## config.mk

```make
export PLATFORM = sky130hd
export DESIGN_NAME = vcc_tune_ctrl
export DESIGN_NICKNAME = d
export VERILOG_FILES = /design/src/hdl/vcc_pkg.sv /design/src/hdl/vcc_settle_timer.sv /design/src/hdl/vcc_tune_ctrl.sv
export SDC_FILE = /design/constraint.sdc
export NUM_CORES = 1
export LEC_CHECK = 0
export BUFFER_PORTS_ARGS = -buffer_cell sky130_fd_sc_hd__buf_2
export CORE_MARGIN = 8
export CORE_UTILIZATION = 52
export DETAILED_ROUTE_END_ITERATION = 10
export PLACE_DENSITY_LB_ADDON = 0.3
export SLEW_MARGIN = 15
export SYNTH_ARGS = -nofsm -noshare
export SYNTH_HDL_FRONTEND = slang
export SYNTH_HIERARCHICAL = 1
export SYNTH_SLANG_ARGS = --single-unit
```

## constraint.sdc

```tcl
create_clock -name clock -period 2.4 [get_ports clock]
set_input_delay 0.24 -clock clock [delete_from_list [all_inputs] [get_ports clock]]
set_output_delay 0.24 -clock clock [all_outputs]
set_load 0.02 [all_outputs]
```

## src/hdl/vcc_pkg.sv

```systemverilog
// Purpose: shared constants of the oscillator tune controller
// Assumes: byte-wide register port, 8-bit register offsets
// Notes: settle counts grow by doubling with the select code
package vcc_pkg;
    localparam int ADDR_W = 8;
    localparam int DATA_W = 8;
    localparam int TRIM_W = 7;
    localparam int SEL_W = 3;
    localparam int BIT_W = 3;
    localparam int CNT_W = 12;

    localparam logic [ADDR_W-1:0] ADDR_TRIM = 8'h59;
    localparam logic [ADDR_W-1:0] ADDR_HOLD = 8'h5c;
    localparam logic [ADDR_W-1:0] ADDR_CTRL = 8'h5d;
    localparam logic [ADDR_W-1:0] ADDR_STATUS = 8'h5e;

    localparam int TRIM_LSB = 0;
    localparam int HOLD_BIT = 0;
    localparam int ENABLE_BIT = 0;
    localparam int SEL_LSB = 4;
    localparam int DONE_BIT = 0;

    localparam logic [TRIM_W-1:0] TRIM_RESET = 7'h00;
    localparam logic [TRIM_W-1:0] TRIM_MID = 7'h40;
    localparam logic [SEL_W-1:0] SEL_RESET = 3'h4;
    localparam logic [BIT_W-1:0] BIT_TOP = 3'h6;

    // clock rate and the shortest settle wait
    localparam int CLOCK_HZ = 25_000_000;
    localparam int SETTLE_BASE_NS = 640;
    localparam int SETTLE_BASE_CYC =
        (SETTLE_BASE_NS * (CLOCK_HZ / 1_000_000) + 999) / 1000;

    typedef enum logic [1:0] {
        VCC_IDLE,
        VCC_SETTLE,
        VCC_DECIDE
    } vcc_state_t;
endpackage

```

## src/hdl/vcc_settle_timer.sv

```systemverilog
// Purpose: settle wait timer for the oscillator tune engine
// Assumes: start is a one-cycle pulse from the same clock
// Notes: wait is BASE << select cycles, so it doubles per code
`timescale 1ns/100ps
`default_nettype none
module vcc_settle_timer #(
    parameter int BASE = vcc_pkg::SETTLE_BASE_CYC
) (
    // clock and reset
    input wire logic clock,
    input wire logic rst,
    input wire logic clk_en,
    // control
    input wire logic start,
    input wire logic [vcc_pkg::SEL_W-1:0] select,
    // status
    output logic expired
);
    import vcc_pkg::*;

    logic [CNT_W-1:0] count;
    logic [CNT_W-1:0] next_count;
    logic running;
    logic next_running;
    logic next_expired;
    logic [CNT_W-1:0] load;

    // longer wait for a larger code
    assign load = CNT_W'((BASE << select) - 1);

    always_comb begin
        next_count = count;
        next_running = running;
        next_expired = expired;
        if (start) begin
            next_count = load;
            next_running = 1'b1;
            next_expired = 1'b0;
        end else if (running) begin
            if (count == '0) begin
                next_running = 1'b0;
                next_expired = 1'b1;
            end else begin
                next_count = count - CNT_W'(1);
            end
        end
    end

    always_ff @(posedge clock or posedge rst) begin
        if (rst) begin
            count <= '0;
            running <= 1'b0;
            expired <= 1'b0;
        end else if (clk_en) begin
            count <= next_count;
            running <= next_running;
            expired <= next_expired;
        end
    end

    AST_SETTLE_MIN: assert property (
        @(posedge clock) disable iff (rst)
        start && clk_en |=> !expired [*8]
    ) else $error("settle wait ended too early");

    AST_SETTLE_LOAD: assert property (
        @(posedge clock) disable iff (rst)
        start && clk_en && select == 3'h0 |=>
        (!expired && running) [*8]
    ) else $error("settle timer not running after start");
endmodule
`default_nettype wire

```

## src/hdl/vcc_tune_ctrl.sv

```systemverilog
// Purpose: oscillator trim calibration with its control registers
// Assumes: osc_above_target comes from the analog loop, asynchronous
// Notes: binary search of the trim code, msb first
`timescale 1ns/100ps
`default_nettype none
// Behaviour
// - 7-bit trim code at 0x59 bits 6:0, written by engine or software
// - settle wait from bits 6:4 after each trial bit is set in tuning
// - tuning starts when hold is cleared and the engine is enabled
// - engine adjusts trim by itself to centre the oscillator
// - done flag reads 1 after tuning or when tuning is skipped
module vcc_tune_ctrl (
    // clock and reset
    input wire logic clock,
    input wire logic rst,
    input wire logic clk_en,
    // register port
    input wire logic [vcc_pkg::ADDR_W-1:0] reg_addr,
    input wire logic [vcc_pkg::DATA_W-1:0] reg_wdata,
    input wire logic reg_write,
    input wire logic reg_read,
    output logic [vcc_pkg::DATA_W-1:0] reg_rdata,
    // oscillator side
    input wire logic osc_above_target,
    output logic [vcc_pkg::TRIM_W-1:0] oscillator_trim_code,
    output logic synth_program_hold,
    output logic tune_busy
);
    import vcc_pkg::*;

    vcc_state_t state;
    vcc_state_t next_state;
    logic [BIT_W-1:0] bit_idx;
    logic [BIT_W-1:0] next_bit_idx;
    logic [TRIM_W-1:0] next_trim;
    logic next_hold;
    logic tune_engine_enable;
    logic next_enable;
    logic [SEL_W-1:0] tune_settle_select;
    logic [SEL_W-1:0] next_select;
    logic tune_done_flag;
    logic next_done;
    logic next_busy;
    logic [DATA_W-1:0] next_rdata;
    logic settle_start;
    logic settle_done;
    logic osc_meta;
    logic osc_fast;
    logic hold_release;

    // strobe and address are arguments so callers see every change
    function automatic logic hit(
        input logic we,
        input logic [ADDR_W-1:0] addr,
        input logic [ADDR_W-1:0] a
    );
        hit = we && addr == a;
    endfunction

    // two-flop synchroniser for the comparator
    always_ff @(posedge clock or posedge rst) begin
        if (rst) begin
            osc_meta <= 1'b0;
            osc_fast <= 1'b0;
        end else if (clk_en) begin
            osc_meta <= osc_above_target;
            osc_fast <= osc_meta;
        end
    end

    assign hold_release = hit(reg_write, reg_addr, ADDR_HOLD)
        && !reg_wdata[HOLD_BIT] && synth_program_hold;

    vcc_settle_timer u_timer (
        .clock(clock),
        .rst(rst),
        .clk_en(clk_en),
        .start(settle_start),
        .select(tune_settle_select),
        .expired(settle_done)
    );

    always_comb begin
        next_state = state;
        next_bit_idx = bit_idx;
        next_trim = oscillator_trim_code;
        next_hold = synth_program_hold;
        next_enable = tune_engine_enable;
        next_select = tune_settle_select;
        next_done = tune_done_flag;
        settle_start = 1'b0;
        if (hit(reg_write, reg_addr, ADDR_HOLD)) begin
            next_hold = reg_wdata[HOLD_BIT];
        end
        if (hit(reg_write, reg_addr, ADDR_CTRL)) begin
            next_enable = reg_wdata[ENABLE_BIT];
            next_select = reg_wdata[SEL_LSB +: SEL_W];
        end
        unique case (state)
            VCC_IDLE: begin
                if (hit(reg_write, reg_addr, ADDR_TRIM)) begin
                    next_trim = reg_wdata[TRIM_LSB +: TRIM_W];
                end
                if (synth_program_hold) begin
                    next_done = 1'b0;
                end
                if (hold_release && tune_engine_enable) begin
                    next_state = VCC_SETTLE;
                    next_trim = TRIM_MID;
                    next_bit_idx = BIT_TOP;
                    next_done = 1'b0;
                    settle_start = 1'b1;
                end else if (!next_hold && !tune_engine_enable) begin
                    next_done = 1'b1;
                end
            end
            VCC_SETTLE: begin
                if (settle_done) begin
                    next_state = VCC_DECIDE;
                end
            end
            VCC_DECIDE: begin
                if (osc_fast) begin
                    next_trim[bit_idx] = 1'b0;
                end
                if (bit_idx == '0) begin
                    next_state = VCC_IDLE;
                    next_done = 1'b1;
                end else begin
                    next_bit_idx = bit_idx - BIT_W'(1);
                    next_trim[bit_idx - BIT_W'(1)] = 1'b1;
                    next_state = VCC_SETTLE;
                    settle_start = 1'b1;
                end
            end
        endcase
        // hold restarts the synthesizer and aborts a running search
        if (next_hold && state != VCC_IDLE) begin
            next_state = VCC_IDLE;
            next_done = 1'b0;
        end
        next_busy = next_state != VCC_IDLE;
    end

    always_comb begin
        next_rdata = reg_rdata;
        if (reg_read) begin
            next_rdata = '0;
            unique case (reg_addr)
                ADDR_TRIM: next_rdata[TRIM_LSB +: TRIM_W] =
                    oscillator_trim_code;
                ADDR_HOLD: next_rdata[HOLD_BIT] = synth_program_hold;
                ADDR_CTRL: begin
                    next_rdata[ENABLE_BIT] = tune_engine_enable;
                    next_rdata[SEL_LSB +: SEL_W] = tune_settle_select;
                end
                ADDR_STATUS: next_rdata[DONE_BIT] = tune_done_flag;
                default: next_rdata = '0;
            endcase
        end
    end

    always_ff @(posedge clock or posedge rst) begin
        if (rst) begin
            state <= VCC_IDLE;
            bit_idx <= '0;
            oscillator_trim_code <= TRIM_RESET;
            synth_program_hold <= 1'b0;
            tune_engine_enable <= 1'b0;
            tune_settle_select <= SEL_RESET;
            tune_done_flag <= 1'b0;
            tune_busy <= 1'b0;
            reg_rdata <= '0;
        end else if (clk_en) begin
            state <= next_state;
            bit_idx <= next_bit_idx;
            oscillator_trim_code <= next_trim;
            synth_program_hold <= next_hold;
            tune_engine_enable <= next_enable;
            tune_settle_select <= next_select;
            tune_done_flag <= next_done;
            tune_busy <= next_busy;
            reg_rdata <= next_rdata;
        end
    end

    AST_TRIM_WRITE: assert property (
        @(posedge clock) disable iff (rst)
        clk_en && state == VCC_IDLE
            && hit(reg_write, reg_addr, ADDR_TRIM) && !hold_release
        |=> oscillator_trim_code == $past(reg_wdata[6:0])
    ) else $error("trim write not stored");

    AST_TRIM_READ: assert property (
        @(posedge clock) disable iff (rst)
        clk_en && reg_read && reg_addr == ADDR_TRIM
        |=> reg_rdata == {1'b0, $past(oscillator_trim_code)}
    ) else $error("trim readback wrong");

    AST_START: assert property (
        @(posedge clock) disable iff (rst)
        clk_en && state == VCC_IDLE && hold_release && tune_engine_enable
        |=> state == VCC_SETTLE && oscillator_trim_code == 7'h40
            && !tune_done_flag
    ) else $error("tuning did not start on hold release");

    AST_SETTLE_AFTER_CHANGE: assert property (
        @(posedge clock) disable iff (rst)
        clk_en && state == VCC_DECIDE && bit_idx != 3'h0 && !next_hold
        |=> (state == VCC_SETTLE || synth_program_hold) [*5]
    ) else $error("trim changed without a settle wait");

    AST_DECIDE_CLEAR: assert property (
        @(posedge clock) disable iff (rst)
        clk_en && state == VCC_DECIDE && osc_fast
        |=> !oscillator_trim_code[$past(bit_idx)]
    ) else $error("trial bit kept while oscillator fast");

    AST_FINISH: assert property (
        @(posedge clock) disable iff (rst)
        clk_en && state == VCC_DECIDE && bit_idx == 3'h0 && !next_hold
        |=> tune_done_flag && state == VCC_IDLE && !tune_busy
    ) else $error("done flag missing after last step");

    AST_SKIP: assert property (
        @(posedge clock) disable iff (rst)
        clk_en && state == VCC_IDLE && !synth_program_hold
            && !tune_engine_enable && !reg_write
        |=> tune_done_flag
    ) else $error("skipped tuning not flagged done");

    AST_BUSY_NOT_DONE: assert property (
        @(posedge clock) disable iff (rst)
        tune_busy |-> !tune_done_flag && state != VCC_IDLE
    ) else $error("done flag set while tuning");

    AST_FREEZE: assert property (
        @(posedge clock) disable iff (rst)
        !clk_en |=> $stable(oscillator_trim_code) && $stable(state)
    ) else $error("state moved while clock enable low");
endmodule
`default_nettype wire

```

Word-level counts from Yosys, hierarchy flattened

Cells that the tools add are included.

Flip-flop bits (word level): 42
Latch bits: 0
RAM bits: 0
Memory bits (read-only): 0
Input port bits: 22
Output and inout port bits: 17
Word-level logic and storage cells: 106
Memories: 0

$add $sub $neg: 3
Multipliers: 0
Divide/modulo/power cells: 0
Magnitude comparators: 4
Eq/ne operators: 12
Shifts and indexed selects: 1
Multiplexer cells: 40
Bitwise operators: 3
Reductions and logical operators: 29

Operators by type and width:

| cell                                                                                | count |
|---|---|
| 12-bit 2-to-1 mux                                                                   | 3 |
| 7-bit 2-to-1 mux                                                                    | 5 |
| 8-bit by 7-bit == test with 1-bit output, second input constant                     | 4 |
| 1-bit 2-to-1 mux                                                                    | 17 |
| 7-bit one-hot mux with 2 select lines                                               | 1 |
| 12-bit zero test                                                                    | 1 |
| 3-bit one-hot mux with 2 select lines                                               | 2 |
| 5-bit by 3-bit << shifter with 12-bit output, first input constant                  | 1 |
| 12-bit by 1-bit subtractor with 12-bit output, second input constant                | 1 |
| 12-bit by 2-bit subtractor with 12-bit output, second input constant                | 1 |
| 1-bit logical AND                                                                   | 10 |
| 2-bit nonzero test                                                                  | 5 |
| 3-bit 2-to-1 mux                                                                    | 3 |
| 3-bit AND reduction                                                                 | 3 |
| 3-bit by 4-bit less-than comparator with 1-bit output, second input constant        | 2 |
| 4-bit AND reduction                                                                 | 2 |
| 7-bit AND                                                                           | 1 |
| 7-bit inverter                                                                      | 1 |
| 7-bit bitwise OR                                                                    | 1 |
| 1-bit demux with 3-bit select                                                       | 2 |
| 3-bit by 1-bit greater-or-equal comparator with 1-bit output, second input constant | 2 |
| 2-bit 2-to-1 mux                                                                    | 3 |
| 2-bit inequality test, second input constant                                        | 3 |
| 3-bit inequality test, second input constant                                        | 2 |
| 12 further kinds                                                                    | 16 |

Logic depth before layout (Yosys ltp)

Gate-level depths: netlist of the first run.

Depth after elaboration: 11
Gate-level depth with buffers: 10
Gate-level depth less buffers: 7

Modules after synthesis

Netlist of the first run, hierarchy kept.

By module, submodules not included:

| module           | instances | cells each | area an instance (sq um) | seq. area each (sq um) |
|---|---|---|---|---|
| vcc_tune_ctrl    | 1         | 183        | 1740.4                   | 701.9 |
| vcc_settle_timer | 1         | 113        | 979.7                    | 350.3 |

Least setup slack after synthesis of the first run

OpenSTA, ideal clock, no wires.

Path type: register -> register
From: register u_timer.count[5]
To: register u_timer.count[10]
Setup time: 0.121 ns
Arrival time: 2.010 ns
Data required time: 2.279 ns
Slack: 0.269 ns
Stages on the path, launching flop included: 7
Buffers on the path: 2
Period minus slack after synthesis: 2.131 ns
Cell sequence: dfrtp_1 -> or4_4 -> buf_6 -> o41a_1 -> buf_6 -> o22a_1 -> o22a_1

Word-level cells in the longest chain between the ends: 4
Elaborated cells between the ends (all ways): 7
Those cells by class: add/sub: 1; eq/ne: 1; mux: 3; reduce/logical: 2

Ends and longest elaborated chain:

| what                                          | line                   | text |
|---|---|---|
| from (decl)                                   | vcc_settle_timer.sv:21 | `logic [CNT_W-1:0] count;` |
| from (signal assigned)                        | vcc_settle_timer.sv:55 | `count <= next_count;` |
| 12-bit by 1-bit subtractor with 12-bit output | vcc_settle_timer.sv:44 | `next_count = count - CNT_W'(1);` |
| 12-bit 2-to-1 mux                             | vcc_settle_timer.sv:40 | `if (count == '0) begin` |
| 12-bit 2-to-1 mux                             | vcc_settle_timer.sv:39 | `end else if (running) begin` |
| 12-bit 2-to-1 mux                             | vcc_settle_timer.sv:35 | `if (start) begin` |

Parallel ways exist; a longest one is shown, timed or not. The select of a mux whose other input is x is not followed.
A chain may end at the register's enable or synchronous reset.

Final worst setup path of the first run

Same ends and word-level chain as after synthesis.

==> run summary, run 1 <==
status: complete, but fails checks
failing checks: negative hold slack
Layout area overhead: 11.78%
number of synthesized register bits: 42
CTS sink count: 42
asr flop ratio synth: 1.000
startpoint types: register
row count: 26
CTS tree: done
syn_nets: 326
RSZ-0062 raised after global routing: no
via count of the first global-routing pass: 2366
antenna diode count: 0
Initial Util: 0.5360
fin. max-slew vios: 0
power density over the cells: 853.7 mW/mm²
commonest non-fill, non-tap cell in the layout: dfrtp_1
Routed Antenna Nets: 0
Synth area leaders: dfrtp_1, a21oi_1, ha_1
clk buf depth: 2
setup tns final: 0 ps
core area: 0.005075 mm²
Max-Cap Viols: 0
Yosys cell types: 63
GPL Wtd Cong: 0.9023
DR vias: 2443
via-per-instance ratio: 6.092
Root Driver: clkbuf_8
Tot GR Track Use: 0.1811
worst slew margin relative to its limit: 0.4739
number of synthesized flops with an enable pin: 0
most frequent cells in the layout: dfrtp_1, buf_2, inv_1
critical setup path kind: reg2reg
CP arrival: 2450 ps
commonest register cell after synthesis: dfrtp_1
port buffer count: 36
leakage power: 1.406 nW
sequential share of the synthesized area: 0.3868
Syn Inst Count: 296
VDD IR max: 476.5 µV
Yosys warnings: 6
first-pass GRT wire length: 11240 µm
clk slew on worst S/H paths: 80 ps
fmax: 442.5 MHz
WL/cell: 16.49 µm
DR pass1 iterations: 5
Routed WL: 6613 µm
Setup violations, final: 0
R2R depth: 4
# DRC: 0
Die ar.: 0.007801 mm²
nets: 360
period utilization: 0.9416
Hold-fix buffers, CTS: 0
area leader, netlist: dfrtp_1
global route overflow: 0
final hold viol count: 12
Clock Latency Late Sink: 290 ps
initial antenna violation count: 0
detailed placement HPWL: 4987 µm
die height: 88.33 µm
CP Max Fanout: 11
minimum clock period: 2260 ps
worst hold path type: in2async
die width: 88.33 µm
skew final: 3.725 ps
Worst EP required: 2590 ps
actual slew at the worst max-slew pin: 788.2 ps
H-tree depth: 2
I/O pin count: 39
Critical Path Start: u_timer/count[5]
layout cells sized above 1: 0.2236
synthesized cell area: 0.002720 mm²
Post-Syn Area per Cell: 9.190 µm²
DR iter-0 viols: 301
overall power: 2.596 mW
Worst Hold Margin: -2.769 ps
largest net degree at the start of global routing: 20
top cell type's share of synthesized area: 0.3772
Num CTS Buffers: 5
RR Startpoint: u_timer/count[5]
crit path capture type: register
[area by class of cell]
cell class | count | area, µm²
Fill cell | 463 | 2034
Multi-Input combinational cell | 216 | 1494
Sequential cell | 42 | 1052
Timing Repair Buffer | 43 | 232.7
Tap cell | 70 | 87.58
Clock buffer | 7 | 86.33
Inverter | 22 | 82.58
Clock inverter | 1 | 5.005
[layer usage]
layer	global-route usage	wire length [µm]	vias to the layer above
li1	-	-	1165
met1	0.2380	3074	1192
met2	0.2845	3020	77
met3	0.04178	446	9
met4	0.06144	72	0
met5	0	0	-
[what timing repair did]
item | 4_1_cts | 5_1_grt
endpoints found under the setup margin | 0 | 5
setup buffers | 0 | 0
gates resized for setup | 0 | 1
[registers in the layout, indices dropped and copies added, names as in the netlist]
signal,count
osc_fast,1
tune_done_flag,1
u_timer/expired,1
synth_program_hold,1
state,2
u_timer/count,12
reg_rdata,7
osc_meta,1
tune_busy,1
tune_engine_enable,1
u_timer/running,1
bit_idx,3
oscillator_trim_code,7
tune_settle_select,3
[critical path, cell delays in order (launching register included)]
cell     delay (ps)
dfrtp_1         440
or4_4           620
o41a_1          640
o22a_1          280
o22a_1          170
[final timing paths]
kind	to	slack [ps]
max	u_timer/count[10]	140
min	u_timer/count[4]	-3
max reg2reg	u_timer/count[10]	140
min reg2reg	reg_rdata[0]	470
max in group asynchronous	state[0]	1680
min in group clock	osc_meta	170
[power breakdown]
part / leakage (nW) / internal (mW) / total, mW / switching, mW
Sequential: 0.537 / 0.880 / 1.07 / 0.189
Clock: 0.0482 / 0.232 / 0.474 / 0.242
Combinational: 0.821 / 0.439 / 1.05 / 0.614
Total: 1.41 / 1.55 / 2.60 / 1.04
[synth_stat cells (3+ instances only)]
cell and n:
a21oi_1 21, a221oi_1 3, a22o_1 6, a22oi_1 5, a31oi_1 3, and2_1 5, and3_1 3, buf_6 4
clkbuf_1 8, dfrtp_1 41, ha_1 8, inv_1 22, mux2_2 8, mux2i_1 6, nand2_1 19, nand2b_1 6
nand3_1 9, nand4_1 3, nor2_1 14, nor3_1 8, nor3b_1 5, o21ai_0 18, o22a_1 5, o22ai_1 9
o2bb2ai_1 3, o31ai_1 5, or2_2 5
[logic make-up (layout without fill, tap and decap cells)]
| kind of cell | count (synthesis) | count (layout) | share of synthesized area |
|---|---|---|---|
| adders and majority gates | 8 | 8 | 0.03680 |
| DFF | 42 | 42 | 0.3868 |
| AOI/OAI and AO/OA | 97 | 97 | 0.2461 |
| and+or+nand+nor | 93 | 93 | 0.1960 |
| buffers and inverters | 38 | 73 | 0.06577 |
| muxes | 15 | 15 | 0.06072 |
| other | 1 | 1 | 0.001379 |
| xor gates and xnor gates | 2 | 2 | 0.006441 |
[stage by stage]
| stage | cell area, µm² | cells | setup slack, ps | hold WS [ps] | util |
|---|---|---|---|---|---|
| 2_1_floorplan | 2720 | 296 | 269.0 | 129.2 | - |
| 3_3_place_gp | 2944 | 393 | 142.8 | 325.9 | 0.5801 |
| 3_5_place_dp | 2944 | 393 | 103.7 | 328.3 | 0.5801 |
| 4_1_cts | 3035 | 401 | 87.79 | 18.83 | 0.5981 |
| 5_1_grt | 3040 | 401 | 79.69 | 35.13 | 0.5991 |
| 6_report | 3040 | 401 | 140.2 | -2.769 | 0.5991 |
No activity file was read; power rests on OpenSTA's default activity.
==> run 2, diff against run 1 <==
CORE_ASPECT_RATIO = 0.6   (was not set)
==> run 2 against run 1 <==
Compared with the run above:
- worst hold slack lost 6.1 ps
- wire length grew 8.6%
- final cell count unchanged
- first-iteration DRC count is 6.3% lower
- the run still ends with negative hold slack left
- worst setup slack improved by 60 ps
- global-route usage is 1.1 points higher
- critical path type unchanged
- register-to-register slack better by 60 ps
- critical path depth is 1 higher
- total power increased by 6.0%
- highest routed layer unchanged
- clock-buffer cell count did not move
==> run summary, run 2 (synthesis results as in run 1) <==
met1 usage: 0.2984
minimum clock period: 2200 ps
VDD IR max: 564.3 µV
most frequent cells in the layout: dfrtp_1, buf_2, inv_1
CTS sink count: 42
Max-Cap Viols: 0
pre-CTS WS: 228.0 ps
CTS tree: done
post-CTS setup buffers: 0
Worst EP required: 2580 ps
Largest register FFs: 12
Largest regs: u_timer/count (12), oscillator_trim_code (7), reg_rdata (7)
Most flops, register: u_timer/count
critical setup path kind: reg2reg
final hold viol count: 17
commonest non-fill, non-tap cell in the layout: dfrtp_1
Critical-path top delay cell: o41a_1
DR vias: 2469
core area: 0.005055 mm²
Final WS setup: 200.3 ps
Worst Path Buf+Inv: 1
setup tns final: 0 ps
Worst Hold Margin: -8.903 ps
CP Max Fanout: 11
initial antenna violation count: 0
power density over the cells: 894.7 mW/mm²
CTS-repair resized insts: 0
die width: 109.4 µm
I/O pin count: 39
RR Startpoint: u_timer/count[5]
row count: 20
design area: 0.003075 mm²
Logic pwr share: 0.402
global route overflow: 0
GPL Wtd Cong: 0.9344
die height: 72.03 µm
Initial Util: 0.5381
skew final: 4.480 ps
Net Sw Frac: 0.4021
first-pass GRT wire length: 11900 µm
fin. max-slew vios: 0
worst hold path type: in2async
post-place instance area: 0.002969 mm²
Critical Path Start: u_timer/count[5]
Layout area overhead: 13.06%
Hold-fix buffers, CTS: 0
clk buf depth: 2
CP Cell Sequence: or4_4, o41a_1, nor2_2, buf_4, o21ai_0
NetSw: 1.106 mW
detailed placement HPWL: 5425 µm
status: complete, but fails checks
antenna diode count: 0
Die ar.: 0.007877 mm²
WL/cell: 17.91 µm
startpoint types: register
Routed Antenna Nets: 0
actual slew at the worst max-slew pin: 610.8 ps
met2 GRT Util: 0.2497
Power Internal: 1.645 mW
H-tree depth: 2
met3 track demand over resource: 0.05393
port buffer count: 36
period utilization: 0.9166
fmax: 454.6 MHz
Setup violations, final: 0
Routed WL: 7180 µm
# DRC: 0
worst slew margin relative to its limit: 0.5883
layout cells sized above 1: 0.2299
most used routing layer: met1
Final Non-Filler Cells: 401
DR pass1 iterations: 5
RSZ-0062 raised after global routing: no
DR iter-0 viols: 282
failing checks: negative hold slack
leakage power: 1.426 nW
Root Driver: clkbuf_8
Clock Latency Late Sink: 300 ps
cell class contributing the biggest share of worst-path delay: simple AND/OR/NAND/NOR gates
Num CTS Buffers: 5
via-per-instance ratio: 6.157
register share of total power: 0.392
crit path capture type: register
Tot GR Track Use: 0.1921
Clock power frac: 0.205
critical path's largest stage delay: 620 ps
placed cell count: 393
CP arrival: 2380 ps
via count of the first global-routing pass: 2223
clk slew on worst S/H paths: 80 ps
nets: 364
largest net degree at the start of global routing: 29
==> run 2: changes by cell type in the layout (fill, tap and decap cells not counted) <==
cell and delta:
clkbuf_8 -1, clkbuf_1 +1, nor2_2 +1, bufinv_16 +1, nor2_4 -1, clkinv_2 -1
buf_4 +4
==> run 2: worst paths after layout <==
path	end	slack, ps	depth (start not counted)
hold reg to reg	reg_rdata[0]	480	2
setup reg to reg	u_timer/count[3]	200	5
hold / removal	u_timer/count[1]	-9	2
min in group clock	osc_meta	170	2
setup / recovery	u_timer/count[3]	200	5
max in group asynchronous	u_timer/count[10]	2040	2
==> run 2: layout make-up <==
type / count / area [µm²]
Fill cell: 457 / 1979
Multi-Input combinational cell: 216 / 1489
Sequential cell: 42 / 1052
Timing Repair Buffer: 47 / 262.8
Inverter: 22 / 82.58
Tap cell: 66 / 82.58
Clock buffer: 7 / 76.32
Clock inverter: 1 / 30.03
==> run 2: layer usage <==
layer  part of all wire  up-vias
li1                   -     1175
met1               0.51     1180
met2               0.38      110
met3               0.10        4
met4             0.0061        0
met5                  0        -
==> run 2: power groups by stage <==
| stage | Sequential [mW] | Clock, mW | Combinational (mW) |
|---|---|---|---|
| 3_3_place_gp | 1.08 | 0 | 1.05 |
| 2_1_floorplan | 1.09 | 0 | 0.765 |
| 3_5_place_dp | 1.08 | 0 | 1.08 |
| 5_1_grt | 1.12 | 0.606 | 1.22 |
| 6_report | 1.08 | 0.565 | 1.11 |
| 4_1_cts | 1.07 | 0.570 | 1.09 |
==> run 2: stage by stage <==
stage | utilization | power [mW]
final | 0.6084 | 2.752
after floorplan | - | 1.851
after detailed placement | 0.5874 | 2.165
after global placement | 0.5874 | 2.127
after global routing | 0.6084 | 2.943
after CTS | 0.6084 | 2.732
